File: config.mk
export PLATFORM = sky130hd
export DESIGN_NAME = smps_sequencer
export DESIGN_NICKNAME = d
export VERILOG_FILES = /design/src/rtl/smps_pkg.sv /design/src/rtl/smps_sequencer.sv
export SDC_FILE = /design/constraint.sdc
export NUM_CORES = 1
export LEC_CHECK = 0
export BUFFER_PORTS_ARGS = -buffer_cell sky130_fd_sc_hd__buf_2
export CAP_MARGIN = 20
export CORE_MARGIN = 4
export CORE_UTILIZATION = 25
export CTS_BUF_LIST = sky130_fd_sc_hd__clkbuf_16
export CTS_CLUSTER_DIAMETER = 50
export DETAILED_ROUTE_END_ITERATION = 6
export MAX_ROUTING_LAYER = met4
export SYNTH_ARGS = -nofsm -noshare
export SYNTH_HDL_FRONTEND = slang
export SYNTH_SLANG_ARGS = --single-unit
File: constraint.sdc
create_clock -name i_clock -period 2.8 [get_ports i_clock]
set_input_delay 0.84 -clock i_clock [delete_from_list [all_inputs] [get_ports i_clock]]
set_output_delay 0.84 -clock i_clock [all_outputs]
set_load 0.01 [all_outputs]
File: src/rtl/smps_pkg.sv
/*
 * Package for the stop mode power sequencer: register offsets, field
 * positions, reset values, stop levels and sequencer states.
 * Assumes a single 50 MHz clock domain and a plain strobe register port.
 */
package smps_pkg;

    localparam logic [3:0] ADDR_CTRL_TWO  = 4'h0;
    localparam logic [3:0] ADDR_CTRL_ONE  = 4'h1;
    localparam logic [3:0] ADDR_OPTION    = 4'h2;
    localparam logic [3:0] ADDR_STATUS    = 4'h3;

    // Control two fields
    localparam int POS_PDC    = 0;
    localparam int POS_PARTIAL_POWER_DOWN_CONTROL   = 1;
    localparam int POS_ACK    = 2;
    localparam int POS_PARTIAL_POWER_DOWN_FLAG   = 3;
    localparam int POS_RATE   = 4;
    localparam int POS_OSCST  = 7;
    // Control one fields
    localparam int POS_LOW_VOLTAGE_DETECT_ENABLE   = 0;
    localparam int POS_LOW_VOLTAGE_DETECT_STOP_ENABLE  = 1;
    localparam int POS_DBGEN  = 2;
    // Option fields
    localparam int POS_STOP_ALLOW_OPTION  = 0;

    localparam logic [7:0] RST_CTRL_TWO = 8'h00;
    localparam logic [7:0] RST_CTRL_ONE = 8'h00;
    localparam logic [7:0] RST_OPTION   = 8'h00;

    // Self-clocked wake source period, about 1 kHz
    localparam int WAKE_TICK_US  = 1000;
    localparam int CLOCK_MHZ     = 50;
    localparam int WAKE_TICK_CYC = WAKE_TICK_US * CLOCK_MHZ;

    typedef enum logic [1:0] {
        SMPS_LVL_RUN   = 2'b00,
        SMPS_LVL_DEEP  = 2'b01,
        SMPS_LVL_MID   = 2'b10,
        SMPS_LVL_SHALL = 2'b11
    } smps_level_t;

    typedef enum logic [2:0] {
        SMPS_ST_RUN    = 3'b000,
        SMPS_ST_STOP   = 3'b001,
        SMPS_ST_LVWAIT = 3'b010,
        SMPS_ST_WAKE   = 3'b011
    } smps_state_t;

    typedef struct packed {
        logic       regulator_standby;
        logic       converter_standby;
        logic       core_power_off;
        logic       ram_power_off;
        logic       clock_module_standby;
        logic       osc_halt;
        logic       sys_clock_gate;
        logic       debug_clock_on;
        logic       pin_latch;
        logic       pin_force_reset;
    } smps_power_t;

    typedef struct packed {
        logic       por_request;
        logic       illegal_op_reset;
        logic       irq_vector;
        logic       kbi_vector;
        logic       rti_vector;
        logic       debug_wake;
        logic       debug_error;
    } smps_event_t;

endpackage : smps_pkg

File: src/rtl/smps_sequencer.sv
/*
 * Stop mode power sequencer: decodes the stop level, drives power and
 * pin-latch controls, watches wake sources and raises the wake results.
 * Assumes the core pulses i_stop_exec for one cycle and that the
 * register port master never issues read and write together.
 */
// Summary of operation
// - POWER_DOWN_CONTROL set, PARTIAL_POWER_DOWN_CONTROL clear gives deepest level
// - Deepest exits only on reset or low irq
// - Deepest asserts LOW_VOLTAGE_DETECT, waits supply, then POR
// - Deepest forces all pins to reset state
// - POWER_DOWN_CONTROL and PARTIAL_POWER_DOWN_CONTROL set give middle level
// - Middle keeps only RAM, regulator standby
// - Middle latches pins until acknowledge written
// - Middle wakes on reset, low irq, timer
// - Timer rate zero disables timer wake
// - Middle wake is POR, pins stay latched
// - Middle wake sets flag until acknowledge
// - Released pins follow current port settings
// - POWER_DOWN_CONTROL clear gives shallowest, state retained
// - Shallowest wakes on reset, irq, keys, timer
// - Shallowest reset gives POR, else vectors
// - Debug enabled keeps debug clock, regulator
// - Debug enabled forces shallowest, clock active
// - Debug status commands error, background wakes
// - LOW_VOLTAGE_DETECT in stop keeps regulator, forces shallowest
// - Oscillator-in-stop keeps generators at shallowest level only (deepest and middle halt them), gates feed
// - Stop disallowed forces illegal opcode reset
`timescale 1ns/100ps

module smps_sequencer (
    input  wire logic                 i_clock,
    input  wire logic                 i_sys_rst,
    input  wire logic [3:0]           i_addr,
    input  wire logic [7:0]           i_wdata,
    input  wire logic                 i_wr,
    input  wire logic                 i_rd,
    output logic      [7:0]           o_rdata,
    input  wire logic                 i_stop_exec,
    input  wire logic                 i_reset_pin_n,
    input  wire logic                 i_irq_pin_n,
    input  wire logic                 i_irq_edge_high,
    input  wire logic [7:0]           i_kbi_pins,
    input  wire logic [7:0]           i_kbi_enable,
    input  wire logic                 i_supply_ok,
    input  wire logic                 i_dbg_status_cmd,
    input  wire logic                 i_dbg_background_cmd,
    output smps_pkg::smps_power_t     o_power,
    output smps_pkg::smps_event_t     o_event,
    output logic                      o_lvd_assert,
    output logic      [1:0]           o_level
);

    typedef struct packed {
        smps_pkg::smps_state_t  state;
        smps_pkg::smps_level_t  level;
        logic [7:0]             ctrl_two;
        logic [7:0]             ctrl_one;
        logic [7:0]             option;
        logic                   option_written;
        logic                   partial_power_down_flag;
        logic                   latched;
        logic [2:0]             irq_sync;
        logic [2:0]             reset_sync;
        logic [15:0]            tick;
        logic [7:0]             rdata;
        smps_pkg::smps_power_t  power;
        smps_pkg::smps_event_t  event_out;
        logic                   low_voltage_detect;
    } smps_st_t;

    smps_st_t st_ff;
    smps_st_t nxt_st;

    // Level select with debug and LOW_VOLTAGE_DETECT overrides toward the shallowest level
    function automatic smps_pkg::smps_level_t pick_level(input logic [7:0] c2,
                                                         input logic [7:0] c1);
        if (!c2[smps_pkg::POS_PDC] || c1[smps_pkg::POS_DBGEN]
            || (c1[smps_pkg::POS_LOW_VOLTAGE_DETECT_ENABLE] && c1[smps_pkg::POS_LOW_VOLTAGE_DETECT_STOP_ENABLE])) begin
            return smps_pkg::SMPS_LVL_SHALL;
        end else if (c2[smps_pkg::POS_PARTIAL_POWER_DOWN_CONTROL]) begin
            return smps_pkg::SMPS_LVL_MID;
        end else begin
            return smps_pkg::SMPS_LVL_DEEP;
        end
    endfunction

    logic [2:0] rate;
    logic       timer_on;
    logic       irq_low_stop;
    logic       irq_run;
    logic       rst_pin_stop;
    logic       kbi_hit;
    logic       timer_hit;
    logic       stopped;

    assign rate     = st_ff.ctrl_two[smps_pkg::POS_RATE +: 3];
    assign timer_on = (rate != 3'h0);
    assign stopped  = (st_ff.state == smps_pkg::SMPS_ST_STOP);
    // Raw pins while stopped, since no clock is assumed to be running
    assign irq_low_stop = stopped ? !i_irq_pin_n : 1'b0;
    assign rst_pin_stop = stopped ? !i_reset_pin_n : 1'b0;
    assign kbi_hit  = stopped && |(i_kbi_pins & i_kbi_enable);
    assign irq_run  = i_irq_edge_high ? (st_ff.irq_sync[1] && st_ff.irq_sync[2])
                                      : !(st_ff.irq_sync[1] || st_ff.irq_sync[2]);
    assign timer_hit = timer_on && (st_ff.tick == 16'h0);

    always_comb begin
        nxt_st = st_ff;
        nxt_st.event_out = '0;
        nxt_st.rdata = 8'h00;
        nxt_st.irq_sync = {st_ff.irq_sync[1:0], i_irq_pin_n};
        nxt_st.reset_sync = {st_ff.reset_sync[1:0], i_reset_pin_n};

        // Wake tick counter reloads one full period; it also runs in run mode
        if (!timer_on || st_ff.tick == 16'h0) begin
            nxt_st.tick = 16'(smps_pkg::WAKE_TICK_CYC - 1);
        end else begin
            nxt_st.tick = st_ff.tick - 16'h1;
        end

        if (i_wr) begin
            if (i_addr == smps_pkg::ADDR_CTRL_TWO) begin
                nxt_st.ctrl_two = {i_wdata[7:4], 1'b0, 1'b0, i_wdata[1:0]};
                if (i_wdata[smps_pkg::POS_ACK]) begin
                    nxt_st.partial_power_down_flag    = 1'b0;
                    nxt_st.latched = 1'b0;
                end
            end else if (i_addr == smps_pkg::ADDR_CTRL_ONE) begin
                nxt_st.ctrl_one = i_wdata & 8'h07;
            end else if (i_addr == smps_pkg::ADDR_OPTION && !st_ff.option_written) begin
                nxt_st.option = i_wdata & 8'h01;
                nxt_st.option_written = 1'b1;
            end
        end
        if (i_rd) begin
            if (i_addr == smps_pkg::ADDR_CTRL_TWO) begin
                nxt_st.rdata = st_ff.ctrl_two;
                nxt_st.rdata[smps_pkg::POS_PARTIAL_POWER_DOWN_FLAG] = st_ff.partial_power_down_flag;
            end else if (i_addr == smps_pkg::ADDR_CTRL_ONE) begin
                nxt_st.rdata = st_ff.ctrl_one;
            end else if (i_addr == smps_pkg::ADDR_OPTION) begin
                nxt_st.rdata = st_ff.option;
            end else if (i_addr == smps_pkg::ADDR_STATUS) begin
                nxt_st.rdata = {4'h0, st_ff.latched, st_ff.state};
            end else begin
                nxt_st.rdata = 8'h00;
            end
        end

        case (st_ff.state)
            smps_pkg::SMPS_ST_RUN: begin
                nxt_st.power = '0;
                nxt_st.power.pin_latch = st_ff.latched;
                nxt_st.level = smps_pkg::SMPS_LVL_RUN;
                nxt_st.low_voltage_detect = 1'b0;
                if (i_stop_exec) begin
                    if (!st_ff.option[smps_pkg::POS_STOP_ALLOW_OPTION]) begin
                        nxt_st.event_out.illegal_op_reset = 1'b1;
                    end else begin
                        nxt_st.level = pick_level(st_ff.ctrl_two, st_ff.ctrl_one);
                        nxt_st.state = smps_pkg::SMPS_ST_STOP;
                        nxt_st.power.sys_clock_gate = 1'b1;
                        nxt_st.power.osc_halt =
                            !st_ff.ctrl_two[smps_pkg::POS_OSCST];
                        nxt_st.power.converter_standby = 1'b1;
                        nxt_st.power.debug_clock_on =
                            st_ff.ctrl_one[smps_pkg::POS_DBGEN];
                        nxt_st.power.regulator_standby = !(st_ff.ctrl_one[smps_pkg::POS_DBGEN]
                            || (st_ff.ctrl_one[smps_pkg::POS_LOW_VOLTAGE_DETECT_ENABLE]
                                && st_ff.ctrl_one[smps_pkg::POS_LOW_VOLTAGE_DETECT_STOP_ENABLE]));
                        nxt_st.power.clock_module_standby =
                            !st_ff.ctrl_one[smps_pkg::POS_DBGEN];
                        if (nxt_st.level == smps_pkg::SMPS_LVL_DEEP) begin
                            nxt_st.power.core_power_off  = 1'b1;
                            nxt_st.power.ram_power_off   = 1'b1;
                            nxt_st.power.pin_force_reset = 1'b1;
                            nxt_st.power.osc_halt        = 1'b1;
                            nxt_st.low_voltage_detect = 1'b1;
                        end else if (nxt_st.level == smps_pkg::SMPS_LVL_MID) begin
                            nxt_st.power.core_power_off = 1'b1;
                            nxt_st.power.pin_latch      = 1'b1;
                            nxt_st.power.osc_halt       = 1'b1;
                            nxt_st.latched = 1'b1;
                        end
                    end
                end
            end
            smps_pkg::SMPS_ST_STOP: begin
                if (i_dbg_status_cmd) begin
                    nxt_st.event_out.debug_error = 1'b1;
                end
                if (st_ff.level == smps_pkg::SMPS_LVL_DEEP) begin
                    if (rst_pin_stop || irq_low_stop) begin
                        nxt_st.state = smps_pkg::SMPS_ST_LVWAIT;
                    end
                end else if (st_ff.level == smps_pkg::SMPS_LVL_MID) begin
                    if (rst_pin_stop || irq_low_stop || timer_hit) begin
                        nxt_st.state = smps_pkg::SMPS_ST_WAKE;
                    end
                end else begin
                    if (rst_pin_stop) begin
                        nxt_st.event_out.por_request = 1'b1;
                        nxt_st.state = smps_pkg::SMPS_ST_WAKE;
                    end else if (i_dbg_background_cmd && st_ff.ctrl_one[smps_pkg::POS_DBGEN]) begin
                        nxt_st.event_out.debug_wake = 1'b1;
                        nxt_st.state = smps_pkg::SMPS_ST_WAKE;
                    end else if (irq_low_stop || kbi_hit || timer_hit) begin
                        nxt_st.event_out.irq_vector = irq_low_stop;
                        nxt_st.event_out.kbi_vector = !irq_low_stop && kbi_hit;
                        nxt_st.event_out.rti_vector = !irq_low_stop && !kbi_hit;
                        nxt_st.state = smps_pkg::SMPS_ST_WAKE;
                    end
                end
            end
            smps_pkg::SMPS_ST_LVWAIT: begin
                if (i_supply_ok) begin
                    nxt_st.low_voltage_detect = 1'b0;
                    nxt_st.event_out.por_request = 1'b1;
                    nxt_st.state = smps_pkg::SMPS_ST_WAKE;
                end
            end
            default: begin
                if (st_ff.level == smps_pkg::SMPS_LVL_MID) begin
                    nxt_st.event_out.por_request = 1'b1;
                    nxt_st.partial_power_down_flag = 1'b1;
                end
                // Both power-down exits restart the controls as from power-on
                if (st_ff.level == smps_pkg::SMPS_LVL_MID
                    || st_ff.level == smps_pkg::SMPS_LVL_DEEP) begin
                    nxt_st.ctrl_two = smps_pkg::RST_CTRL_TWO;
                    nxt_st.ctrl_one = smps_pkg::RST_CTRL_ONE;
                    nxt_st.option   = smps_pkg::RST_OPTION;
                    nxt_st.option_written = 1'b0;
                end
                nxt_st.state = smps_pkg::SMPS_ST_RUN;
            end
        endcase
    end

    always_ff @(posedge i_clock) begin
        if (i_sys_rst) begin
            st_ff <= '0;
            st_ff.irq_sync <= 3'h7;
            st_ff.reset_sync <= 3'h7;
            st_ff.ctrl_two <= smps_pkg::RST_CTRL_TWO;
            st_ff.ctrl_one <= smps_pkg::RST_CTRL_ONE;
            st_ff.option <= smps_pkg::RST_OPTION;
        end else begin
            st_ff <= nxt_st;
        end
    end

    assign o_rdata      = st_ff.rdata;
    assign o_power      = st_ff.power;
    assign o_event      = st_ff.event_out;
    assign o_lvd_assert = st_ff.low_voltage_detect;
    assign o_level      = st_ff.level;

    deep_lvd_a: assert property (@(posedge i_clock) disable iff (i_sys_rst)
        st_ff.state == smps_pkg::SMPS_ST_LVWAIT |-> o_lvd_assert)
        else $error("lvd not held while waiting for supply");
    deep_pins_a: assert property (@(posedge i_clock) disable iff (i_sys_rst)
        o_level == smps_pkg::SMPS_LVL_DEEP |-> o_power.pin_force_reset)
        else $error("pins not forced in deepest level");
    mid_latch_a: assert property (@(posedge i_clock) disable iff (i_sys_rst)
        o_level == smps_pkg::SMPS_LVL_MID |-> o_power.pin_latch && !o_power.ram_power_off)
        else $error("middle level latch or ram wrong");
    illegal_stop_a: assert property (@(posedge i_clock) disable iff (i_sys_rst)
        st_ff.state == smps_pkg::SMPS_ST_RUN && i_stop_exec
        && !st_ff.option[smps_pkg::POS_STOP_ALLOW_OPTION] |=> o_event.illegal_op_reset
        && st_ff.state == smps_pkg::SMPS_ST_RUN)
        else $error("disallowed stop not refused");
    dbg_override_a: assert property (@(posedge i_clock) disable iff (i_sys_rst)
        st_ff.state == smps_pkg::SMPS_ST_RUN && i_stop_exec
        && st_ff.option[smps_pkg::POS_STOP_ALLOW_OPTION]
        && st_ff.ctrl_one[smps_pkg::POS_DBGEN] |=> o_level == smps_pkg::SMPS_LVL_SHALL
        && o_power.debug_clock_on && !o_power.regulator_standby)
        else $error("debug stop not shallow");
    lvd_override_a: assert property (@(posedge i_clock) disable iff (i_sys_rst)
        st_ff.state == smps_pkg::SMPS_ST_RUN && i_stop_exec
        && st_ff.option[smps_pkg::POS_STOP_ALLOW_OPTION] && st_ff.ctrl_one[smps_pkg::POS_LOW_VOLTAGE_DETECT_ENABLE]
        && st_ff.ctrl_one[smps_pkg::POS_LOW_VOLTAGE_DETECT_STOP_ENABLE] |=> o_level == smps_pkg::SMPS_LVL_SHALL
        && !o_power.regulator_standby)
        else $error("voltage detect stop not shallow");
    ack_clear_a: assert property (@(posedge i_clock) disable iff (i_sys_rst)
        i_wr && i_addr == smps_pkg::ADDR_CTRL_TWO && i_wdata[smps_pkg::POS_ACK]
        && st_ff.state == smps_pkg::SMPS_ST_RUN |=> !st_ff.partial_power_down_flag ##1 !o_power.pin_latch)
        else $error("acknowledge did not release");
    mid_wake_a: assert property (@(posedge i_clock) disable iff (i_sys_rst)
        st_ff.state == smps_pkg::SMPS_ST_WAKE && st_ff.level == smps_pkg::SMPS_LVL_MID
        |=> st_ff.partial_power_down_flag && o_event.por_request)
        else $error("middle wake missed flag");
    mid_nokey_a: assert property (@(posedge i_clock) disable iff (i_sys_rst)
        stopped && st_ff.level == smps_pkg::SMPS_LVL_MID |=> !o_event.kbi_vector)
        else $error("keyboard woke middle level");
    deep_hold_a: assert property (@(posedge i_clock) disable iff (i_sys_rst)
        stopped && st_ff.level == smps_pkg::SMPS_LVL_DEEP && i_reset_pin_n && i_irq_pin_n
        |=> st_ff.state == smps_pkg::SMPS_ST_STOP)
        else $error("deepest level left without wake pin");
    timer_off_a: assert property (@(posedge i_clock) disable iff (i_sys_rst)
        stopped && st_ff.ctrl_two[smps_pkg::POS_RATE +: 3] == 3'h0 |=> !o_event.rti_vector)
        else $error("timer fired while disabled");
    deep_cov: cover property (@(posedge i_clock) st_ff.state == smps_pkg::SMPS_ST_LVWAIT);
    mid_cov: cover property (@(posedge i_clock) st_ff.partial_power_down_flag);
    kbi_cov: cover property (@(posedge i_clock) o_event.kbi_vector);
    rti_cov: cover property (@(posedge i_clock) o_event.rti_vector);
    dbg_cov: cover property (@(posedge i_clock) o_event.debug_wake);

endmodule // smps_sequencer

Word-level counts from Yosys, hierarchy flattened

Index checks and enable logic that the tools add are counted.

Add/sub/neg operators: 1
Eq/ne operators: 15
Mux-type cells: 61
Bitwise gates (word level): 6
Reduce and logical (&&, ||, !) cells: 41

Operator list:

| cell                                                   | count |
|---|---|
| 2-to-1 mux 8 bit                                       | 5 |
| 2-to-1 mux 27 bit                                      | 1 |
| 2-to-1 mux 1 bit                                       | 26 |
| 2-to-1 mux 26 bit                                      | 1 |
| 2-to-1 mux 25 bit                                      | 1 |
| 2-to-1 mux 3 bit                                       | 8 |
| 2-to-1 mux 10 bit                                      | 2 |
| 2-to-1 mux 9 bit                                       | 2 |
| 2-to-1 mux 17 bit                                      | 1 |
| logical NOT 16 bit                                     | 1 |
| 2-to-1 mux 16 bit                                      | 1 |
| subtractor 16 x 1 -> 16 bit (second input constant)    | 1 |
| 2-to-1 mux 2 bit                                       | 7 |
| logical NOT 1 bit                                      | 10 |
| 2-to-1 mux 5 bit                                       | 2 |
| logical OR 1 bit                                       | 9 |
| one-hot mux 3 bit (3 select lines)                     | 1 |
| AND 8 bit                                              | 1 |
| equality test 4 x 2 -> 1 bit (second input constant)   | 2 |
| OR reduction 8 bit                                     | 1 |
| logical AND 1 bit                                      | 7 |
| OR reduction 7 bit                                     | 1 |
| inequality test 2 bit (second input constant)          | 3 |
| inequality test 6 x 2 -> 1 bit (second input constant) | 1 |
| 20 further kinds                                       | 29 |

Register bits after elaboration: 74
Bits of input ports: 39
Output and inout port bits: 28
Logic and storage cells: 153

Longest topological paths before layout

Gate-level depths: netlist (run 1).

Word-level depth: 13
Mapped depth: 7
Gate-level depth less buffers: 7

Worst setup path after synthesis (run 1)

OpenSTA, ideal clock, no wires.

Kind: input-to-reg
From: in i_kbi_pins[0]
To: reg st_ff[78] (netlist bit)
Setup time: 0.134 ns
Data arrival time: 2.045 ns
Data required time: 2.666 ns
Setup slack: 0.621 ns
Cell stages on the path: 5
Buffers on the path: 0
Cell sequence: a22oi_1 and4_1 a41oi_1 nor4bb_1 or4_1

Longest elaborated chain between the ends: 7

Ends and longest elaborated chain:

| what                                            | line                  | source |
|---|---|---|
| from (decl)                                     | smps_sequencer.sv:43  | `input wire logic [7:0] i_kbi_pins,` |
| AND 8 bit                                       | smps_sequencer.sv:103 | `assign kbi_hit = stopped && \|(i_kbi_pins & i_kbi_enable);` |
| OR reduction 8 bit                              | smps_sequencer.sv:103 |  |
| logical AND 1 bit                               | smps_sequencer.sv:103 |  |
| logical OR 1 bit (2 in a row)                   | smps_sequencer.sv:208 | `end else if (irq_low_stop \|\| kbi_hit \|\| timer_hit) begin` |
| inequality test 6 x 2 -> 1 bit (no source line) | --                    |  |
| AND reduction 6 bit (no source line)            | --                    |  |
| to (signal assigned)                            | smps_sequencer.sv:250 | `st_ff <= nxt_st;` |
| to (decl)                                       | smps_sequencer.sv:72  | `smps_st_t st_ff;` |

Every way passes these cells.
A chain may end at the register's enable or synchronous reset.

Final worst setup path (run 1)

From: reg st_ff[77] (netlist bit)
To: reg st_ff[77] (netlist bit)

Longest elaborated chain between the ends: 6
Elaborated cells on any way between the ends: 21
Those cells by class: eq/ne: 8; mux: 6; reduce/logical: 7

Ends and longest elaborated chain:

| what                                                                                              | line                                        | source |
|---|---|---|
| equality test 3 x 1 -> 1 bit                                                                      | smps_sequencer.sv:99, smps_sequencer.sv:151 |  |
| 2-to-1 mux 1 bit, or another cell as far along                                                    | smps_sequencer.sv:101                       | `assign irq_low_stop = stopped ? !i_irq_pin_n : 1'b0;` |
| logical OR 1 bit, or another cell as far along (2 in a row)                                       | smps_sequencer.sv:208                       |  |
| inequality test 6 x 2 -> 1 bit (no source line), or another cell as far along                     | --                                          |  |
| AND reduction 6 bit (no source line) / one-hot mux 3 bit (3 select lines) (equally long branches) | --                                          |  |

Parallel ways exist; a longest one is shown, timed or not.

==> results.toml, run 1 <==
[route]
post-route-drc-count = 0
drt_pre_antenna_iters = 4
average_wire_per_standard_cell_um = 12.5
total_wire_length_um = 7110
initialDrtViolationCount = 95
ant_nets = 0
vias_per_cell = 4.42
routed_vias = 2516

[global_route]
grt_max_degree = 23
met2_usage_pct = 18.7
first_global_vias = 2510
globalRouteOverflowTotal = 0
groute.layer.met3.usage_pct = 2.36
antenna_violations_before_repair = 1
grt_first_pass_wirelength_um = 11800
globalRouteMet1Util_pct = 11.0
grt_most_used_layer = "met2"
gr_usage_total_pct = 10.5

[worst_setup_path]
timing.rr.start = "st_ff[77]"
worstPathArrival_ns = 2.42
slowest_delay_ns = 0.50
register_to_register_path_depth = 7
critical_path.max_fanout = 6
critical_path.cell_chain = "inv_1 > ha_1 > and3_1 > o31ai_1 > nor3_1 > and2_1 > or4_1"
startpoint_class = "register"
critical_path.endpoint_type = "register"
flop2flop_setup_slack_ns = 0.58
critical_path_required_ns = 3.00
critical_path.top_delay_family = "simple AND/OR/NAND/NOR gates"
worst-setup-path-type = "register to register"
r2r-end = "st_ff[77]"
cp_slowest_cell = "or4_1"
path_buf_inv = 1

[placed_design]
post_dp_cell_area_um2 = 3460
dpl.hpwl_um = 5390
portBuffers = 64
gpl.final_weighted_congestion = 0.770
preCtsSetupSlack_ns = 0.361

[floorplanning]
io_pins = 67
core_area_um2 = 12100
die_w_um = 120
die_area_um2 = 14300
core.rowCount = 40
initial_utilization_pct = 25.8
floorplan.die.height_um = 120

[final_layout]
fin_util_pct = 30.9
fillCellCount = 1280
postLayoutCellArea_um2 = 3740
design.final.nets = 444
area_growth_syn_to_layout_pct = 19.8
post_route_cells_drive_above_1_share_pct = 22.8

[clock_tree]
total_clock_buffers_created_by_cts = 9
ctsHtreeMaxLevel = 3
postCtsHoldBufs = 0
cts_setup_buffers = 0
clock_path_buffers = 2
tritoncts_clock_tree = "built"
clock-sinks = 70
post_cts_resize_count = 0
worst_skew_pair.late_latency_ns = 0.32
clkSlewWorstSetupHoldPaths_ns = 0.05
root_buffer = "clkbuf_16"

[synth]
synthCells = 352
asyncSetResetFlopFracSynth_pct = 0
synth_edf_count = 0
postSynthRegisterBits = 70
synth_nets = 401
postSynth.topFlopCell = "dfxtp_1"
syn_area_um2 = 3120
synthTopCellsByArea = "dfxtp_1 45%, buf_4 6.5%, nor2_1 5.3%"
synth_seq_area_share_pct = 44.9
yosysTopAreaCell = "dfxtp_1"
synth.avg_cell_area_um2 = 8.87
synth_largest_type_area_fraction_pct = 44.9
yosysWarningCount = 0
count_of_different_cell_masters_after_synthesis = 45

[flow_run]
timing.max_cap.violations = 0

[timing]
timing_worst_slew_pin_value_ns = 0.540
setup_viol_count_final = 0
finalCriticalPeriod_ns = 2.22
timing.final.hold_violations = 0
grt_setup_unrepaired = "no"
finalClockSkew_ns = 0.00334
slew_violations = 0
timing.setup.tns_ns = 0
max_freq_mhz = 449
slew_headroom_pct = 63.9
final_clock_period_utilization_by_the_worst_path_pct = 79.5
fin_ws_ns = 0.575

[power_and_ir_drop]
vdd.ir_drop.worst_mv = 0.273
cellPowerDensity_nw_per_um2 = 584
cellLeakagePower_nw = 1.58
post_route_total_power_mw = 2.18

[outcome]
run_status = "complete, no violations"

[hold_path]
hold_wc_startpoint = "st_ff[54]"
timing.hold.worst.class = "register to register"
min_delay_worst_endpoint = "st_ff[54]"
whs_path_depth = 1
layout by cell type, fill, tap and decap left out, types with 2 or more instances in the layout:
cell / instances
or4_1: 3
nor3_1: 9
a21oi_1: 32
nor2b_1: 2
nand2b_1: 5
and2_1: 8
a22oi_1: 14
xnor2_1: 9
nand2_1: 27
nor3b_1: 4
xor2_1: 3
nor4b_1: 3
o21ai_0: 4
ha_1: 10
dfxtp_1: 70
buf_2: 64
and3_1: 9
nand3_1: 11
clkbuf_16: 9
mux2_2: 5
inv_1: 16
buf_4: 6
a31oi_1: 5
nor2_1: 44
mux2i_1: 6
routing by layer:
metal / wire length (um) / vias up
li1: - / 1276
met1: 3040 / 1187
met2: 3670 / 44
met3: 308 / 9
met4: 100 / 0
met5: 0 / -
worst max-delay path by stage:
stage                     depth (start not counted)         to  slack [ns]          start
final                                             7  st_ff[77]        0.58      st_ff[77]
after global routing                              7  st_ff[77]        0.42      st_ff[77]
after CTS                                         7  st_ff[77]        0.57      st_ff[77]
after detailed placement                          6  st_ff[78]        0.36  i_kbi_pins[2]
after global placement                            6  st_ff[78]        0.38  i_kbi_pins[0]
after floorplan                                   5  st_ff[78]        0.62  i_kbi_pins[0]
cell usage after synthesis, types with 2 or more instances:
| cell | instances |
|---|---|
| ha_1 | 10 |
| a21oi_1 | 32 |
| and3_1 | 9 |
| nor4b_1 | 3 |
| nor2_1 | 44 |
| nor2b_1 | 2 |
| mux2i_1 | 6 |
| buf_1 | 2 |
| xor2_1 | 3 |
| nand2b_1 | 5 |
| inv_1 | 10 |
| nand3_1 | 11 |
| buf_4 | 27 |
| mux2_2 | 5 |
| and2_1 | 8 |
| or4_1 | 3 |
| clkbuf_1 | 9 |
| o21ai_0 | 4 |
| a31oi_1 | 5 |
| nand2_1 | 27 |
| a22oi_1 | 14 |
| nor3_1 | 10 |
| nor3b_1 | 4 |
| dfxtp_1 | 70 |
| xnor2_1 | 9 |
power breakdown:
part	total [mW]	internal, mW	switching [mW]
sequential	1.02	1.01	0.0109
combinational	0.115	0.0489	0.0658
clock	1.05	0.669	0.380
per-stage QoR:
stage / instances / hold WS, ns
2_1_floorplan: 352 / 0.426
3_3_place_gp: 552 / 0.439
3_5_place_dp: 552 / 0.445
4_1_cts: 568 / 0.460
5_1_grt: 569 / 0.471
6_report: 569 / 0.458
state kept, by name, summed over array words and instances (netlist names):
register / flops
o_level: 2
o_rdata: 8
o_power: 8
o_event: 7
o_lvd_assert: 1
rate: 3
st_ff: 41
layout make-up:
cell class                 instances  area [um2]  area share (%)
multi-input combinational        233        1440            38.5
sequential                        70        1400            37.5
clock inverter                     7        52.6            1.41
antenna                            1        2.50          0.0669
inverter                          11        41.3            1.10
timing repair buffer              70         365            9.77
tap                              168         210            5.62
clock buffer                       9         225            6.02
cell families (layout without fill, tap and decap cells):
kind of cell / after synthesis / in the layout / synth area share [%]
other: 0 / 1 / 0
muxes: 11 / 11 / 3.73
AOI/OAI and AO/OA: 62 / 62 / 11.9
adders and majority gates: 10 / 10 / 4.01
xor gates and xnor gates: 12 / 12 / 3.37
and+or+nand+nor: 138 / 138 / 22.9
DFF: 70 / 70 / 44.9
buffers and inverters: 49 / 97 / 9.14
Power figures use the tool's default switching activity.
==> run 2: changes to the inputs <==
- ABC_AREA: not set -> 1
- clock period: 2.8 -> 2.1 ns (I/O delays scaled with it)
==> results.toml, run 2 <==
[outcome]
run_status = "complete, no violations"

[synth]
synthCells = 437
synthTopCellsByArea = "dfxtp_1 42%, inv_1 7.7%, nand2_1 6.8%"
synth.most_common_cell = "dfxtp_1"
synth_seq_area_share_pct = 42.4
postSynth.topFlopCell = "dfxtp_1"
synth.avg_cell_area_um2 = 7.56
synth_edf_count = 0
synth_largest_type_area_fraction_pct = 42.4
synth_nets = 486
count_of_different_cell_masters_after_synthesis = 29
yosysTopAreaCell = "dfxtp_1"
syn_area_um2 = 3310
postSynthRegisterBits = 70
yosys-top-cells-count = "70 x dfxtp_1, 68 x inv_1, 60 x nand2_1, 42 x nor2_1, 37 x a21oi_1"
yosysWarningCount = 0
asyncSetResetFlopFracSynth_pct = 0

[worst_setup_path]
critical_path.max_fanout = 10
worst_path_most_repeated_cell = "a21oi_1"
critical_path.top_delay_family = "simple AND/OR/NAND/NOR gates"
critical_path_required_ns = 2.36
worst-setup-path-type = "register to register"
worstPathArrival_ns = 2.07
register_to_register_path_depth = 8
r2r-end = "st_ff[48]"
timing.rr.start = "st_ff[77]"
cp_slowest_cell = "dfxtp_1"
startpoint_class = "register"
critical_path.cell_chain = "inv_1 > ha_1 > inv_2 > nor2_4 > nand2_1 > a21oi_1 > nand3_1 > a21oi_1"
path_buf_inv = 2
slowest_delay_ns = 0.34
flop2flop_setup_slack_ns = 0.29
critical_path.endpoint_type = "register"

[floorplanning]
core.rowCount = 41
floorplan.die.height_um = 123
core_area_um2 = 12800
initial_utilization_pct = 25.9
die_w_um = 123
die_area_um2 = 15100
io_pins = 67

[clock_tree]
clkSlewWorstSetupHoldPaths_ns = 0.06
tritoncts_clock_tree = "built"
root_buffer = "clkbuf_16"
clock_path_buffers = 2
cts_setup_buffers = 0
clock-sinks = 70
postCtsHoldBufs = 0
post_cts_resize_count = 0
ctsHtreeMaxLevel = 3
worst_skew_pair.late_latency_ns = 0.33
total_clock_buffers_created_by_cts = 9

[final_layout]
area_growth_syn_to_layout_pct = 19.6
postLayoutCellArea_um2 = 3950
largest_register_ff_count = 41
post_route_cells_drive_above_1_share_pct = 24.2
largest_register = "st_ff"
fin_util_pct = 30.9
most-common-layout-cells = "70 x dfxtp_1, 68 x inv_1, 64 x buf_2"
multi_input_area_um2 = 1390
final_common_cell = "dfxtp_1"
seq_area_um2 = 1400
fillCellCount = 1313
design.final.nets = 532
antenna_cells = 0

[power_and_ir_drop]
share_comb_of_total_power_pct = 18.6
cellLeakagePower_nw = 1.77
vdd.ir_drop.worst_mv = 0.535
power_frac_clock_pct = 42.4
internal_power_mw = 2.69
power.switching_fraction_pct = 27.8
seqPwrFrac_pct = 39.0
cellPowerDensity_nw_per_um2 = 944
power.switching_mw = 1.04

[hold_path]
timing.hold.worst.class = "register to register"
hold_wc_startpoint = "st_ff[66]"
min_delay_worst_endpoint = "st_ff[66]"
whs_path_depth = 2

[flow_run]
timing.max_cap.violations = 0

[global_route]
grt_max_degree = 20
gr_usage_total_pct = 10.7
first_global_vias = 2683
antenna_violations_before_repair = 0
grt_first_pass_wirelength_um = 12600
globalRouteOverflowTotal = 0

[route]
routed_vias = 2804
total_wire_length_um = 7760
drt_pre_antenna_iters = 5
average_wire_per_standard_cell_um = 11.8
post-route-drc-count = 0
met3RoutedLength_um = 640
vias_per_cell = 4.25
m1WireLength_um = 3370
top_signal_layer_used = "met4"
ant_nets = 0
initialDrtViolationCount = 171
met2_length_um = 3660

[timing]
slew_headroom_pct = 70.9
slew_violations = 0
finalClockSkew_ns = 0.00538
setup_viol_count_final = 0
timing.setup.tns_ns = 0
timing.final.hold_violations = 0
max_freq_mhz = 551
final_clock_period_utilization_by_the_worst_path_pct = 86.4
finalCriticalPeriod_ns = 1.81
timing_worst_slew_pin_value_ns = 0.437
grt_setup_unrepaired = "no"

[placed_design]
dpl.hpwl_um = 6100
portBuffers = 64
post_dp_cell_area_um2 = 3640
gpl.final_weighted_congestion = 0.807
[run 2: area by class of cell]
class / count / share of cell area, %
Clock buffer: 9 / 5.70
Clock inverter: 6 / 2.18
Inverter: 75 / 7.12
Multi-Input combinational cell: 258 / 35.0
Sequential cell: 70 / 35.5
Tap cell: 172 / 5.44
Timing Repair Buffer: 69 / 9.05
[run 2: cell families after synthesis]
family / share of synthesized area, %
buf+inv: 15.7
fa+ha+maj: 3.79
xor+xnor: 1.59
simple gates: 22.6
compound gates: 14.0
flops: 42.4
[run 2: per-layer routing]
| metal | track usage [%] | up-vias |
|---|---|---|
| met2 | 17.4 | 71 |
| met1 | 12.7 | 1273 |
| met3 | 3.25 | 6 |
| met4 | 3.74 | 0 |
| met5 | - | - |
| li1 | - | 1454 |
[run 2: through the flow]
stage	hold WS [ns]	worst slack (ns)	total power, mW	std cells
6_report	0.444	0.286	3.73	659
5_1_grt	0.468	0.106	3.92	659
4_1_cts	0.446	0.314	3.77	659
3_5_place_dp	0.431	0.154	2.18	644
3_3_place_gp	0.430	0.198	2.15	644
2_1_floorplan	0.417	0.455	2.02	437
[run 2: worst max-delay path by stage]
stage / from / to / slack, ns / cells after the start
after floorplan: i_addr[3] / st_ff[67] / 0.46 / 9
after global placement: i_addr[3] / st_ff[49] / 0.20 / 9
after detailed placement: i_addr[3] / st_ff[68] / 0.15 / 9
after CTS: st_ff[78] / st_ff[48] / 0.31 / 8
after global routing: st_ff[78] / st_ff[48] / 0.11 / 8
final: st_ff[77] / st_ff[48] / 0.29 / 8
[run 2: power by group through the flow]
stage	Combinational, mW	Clock [mW]	Sequential, mW
CTS	0.699	1.61	1.46
global route	0.787	1.67	1.47
global placement	0.672	0	1.48
finish	0.694	1.58	1.46
floorplan	0.543	0	1.48
detailed placement	0.692	0	1.49
[run 2: worst register-to-register path: stages (launching register included)]
cell     delay (ns)
dfxtp_1        0.34
inv_1          0.15
ha_1           0.21
inv_2          0.11
nor2_4         0.19
nand2_1        0.12
a21oi_1        0.29
nand3_1        0.17
a21oi_1        0.17
==> run 3: changes to the inputs <==
- PLACE_DENSITY: not set -> 0.55
==> results.toml, run 3 (same netlist as run 2, synthesis figures left out) <==
[global_route]
gr_usage_total_pct = 11.3
antenna_violations_before_repair = 0
grt_first_pass_wirelength_um = 13000
first_global_vias = 2758
grt_max_degree = 18
globalRouteOverflowTotal = 0

[route]
post-route-drc-count = 0
initialDrtViolationCount = 137
vias_per_cell = 4.29
drt_pre_antenna_iters = 4
average_wire_per_standard_cell_um = 11.9
total_wire_length_um = 7910
ant_nets = 0
routed_vias = 2856

[power_and_ir_drop]
cellLeakagePower_nw = 1.78
post_route_total_power_mw = 3.66
cellPowerDensity_nw_per_um2 = 919
vdd.ir_drop.worst_mv = 0.390

[worst_setup_path]
register_to_register_path_depth = 8
r2r-end = "st_ff[48]"
worst-setup-path-type = "register to register"
critical_path_required_ns = 2.36
worstPathArrival_ns = 2.04
critical_path.endpoint_type = "register"
flop2flop_setup_slack_ns = 0.32
startpoint_class = "register"
timing.rr.start = "st_ff[78]"
critical_path.max_fanout = 10

[placed_design]
portBuffers = 64
dpl.hpwl_um = 6210
gpl.final_weighted_congestion = 0.805

[clock_tree]
clock-sinks = 70
clock_path_buffers = 2
tritoncts_clock_tree = "built"
root_buffer = "clkbuf_16"
total_clock_buffers_created_by_cts = 9
cts_setup_buffers = 0
clkSlewWorstSetupHoldPaths_ns = 0.06
postCtsHoldBufs = 0
post_cts_resize_count = 0
worst_skew_pair.late_latency_ns = 0.33
ctsHtreeMaxLevel = 3

[final_layout]
area_growth_syn_to_layout_pct = 20.6
most-common-layout-cells = "70 x dfxtp_1, 68 x inv_1, 64 x buf_2"
largest_register_ff_count = 41
post_route_cells_drive_above_1_share_pct = 25.3
antenna_cells = 0
largest_register = "st_ff"
final_common_cell = "dfxtp_1"
design.final.nets = 538

[floorplanning]
initial_utilization_pct = 25.9
die_area_um2 = 15100
die_w_um = 123
io_pins = 67
core.rowCount = 41
core_area_um2 = 12800
floorplan.die.height_um = 123

[timing]
final_clock_period_utilization_by_the_worst_path_pct = 84.6
slew_violations = 0
grt_setup_unrepaired = "no"
timing_worst_slew_pin_value_ns = 0.438
slew_headroom_pct = 70.8
finalClockSkew_ns = 0.00864
finalCriticalPeriod_ns = 1.78
max_freq_mhz = 563
timing.setup.tns_ns = 0
setup_viol_count_final = 0
timing.final.hold_violations = 0

[outcome]
run_status = "complete, no violations"

[flow_run]
timing.max_cap.violations = 0

[hold_path]
hold_wc_startpoint = "st_ff[64]"
timing.hold.worst.class = "register to register"
min_delay_worst_endpoint = "st_ff[64]"
whs_path_depth = 2
[run 3: changes by cell type in the layout (fill, tap and decap cells not counted)]
| cell | change |
|---|---|
| buf_4 | +6 |
| clkinv_4 | +2 |
| clkinvlp_4 | +2 |
| bufinv_16 | -1 |
| clkinv_2 | -1 |
| inv_6 | -1 |
[run 3: worst max path at each step]
stage / start / to
finish: st_ff[78] / st_ff[48]
global route: st_ff[78] / st_ff[48]
CTS: st_ff[78] / st_ff[48]
detailed placement: i_addr[3] / st_ff[49]
global placement: i_addr[3] / st_ff[49]
floorplan: i_addr[3] / st_ff[67]
[run 3: routing by layer]
layer	vias to the layer above	track usage, %	share of wire (%)
met5	-	-	0
met3	14	4.35	7.7
met4	0	4.98	2.3
li1	1464	-	-
met1	1308	13.2	44
met2	70	17.3	46
[run 3: metrics by stage]
stage	hold WS, ns	cells	area [um2]	setup slack (ns)	util (%)
4_1_cts	0.445	666	3990	0.308	31.2
5_1_grt	0.468	666	3990	0.107	31.2
6_report	0.445	666	3990	0.324	31.2
3_3_place_gp	0.433	650	3690	0.310	28.9
2_1_floorplan	0.417	437	3310	0.455	-
3_5_place_dp	0.434	650	3690	0.267	28.9
[run 3: where the power goes]
part / total (mW) / switching, mW / internal, mW
sequential: 1.46 / 0.0526 / 1.40
clock: 1.50 / 0.585 / 0.920
combinational: 0.704 / 0.435 / 0.268
[run 3: critical path: stages (launching register included)]
cell     delay, ns
dfxtp_1       0.35
inv_1         0.09
ha_1          0.33
inv_2         0.17
nor2_4        0.14
nand2_1       0.09
a21oi_1       0.24
nand3_1       0.15
a21oi_1       0.16
[run 3: area by class of cell]
type | instances | area (um2)
Fill cell | 1363 | 8790
Sequential cell | 70 | 1400
Multi-Input combinational cell | 258 | 1390
Timing Repair Buffer | 75 | 403
Inverter | 75 | 282
Clock buffer | 9 | 225
Tap cell | 172 | 215
Clock inverter | 7 | 75.1
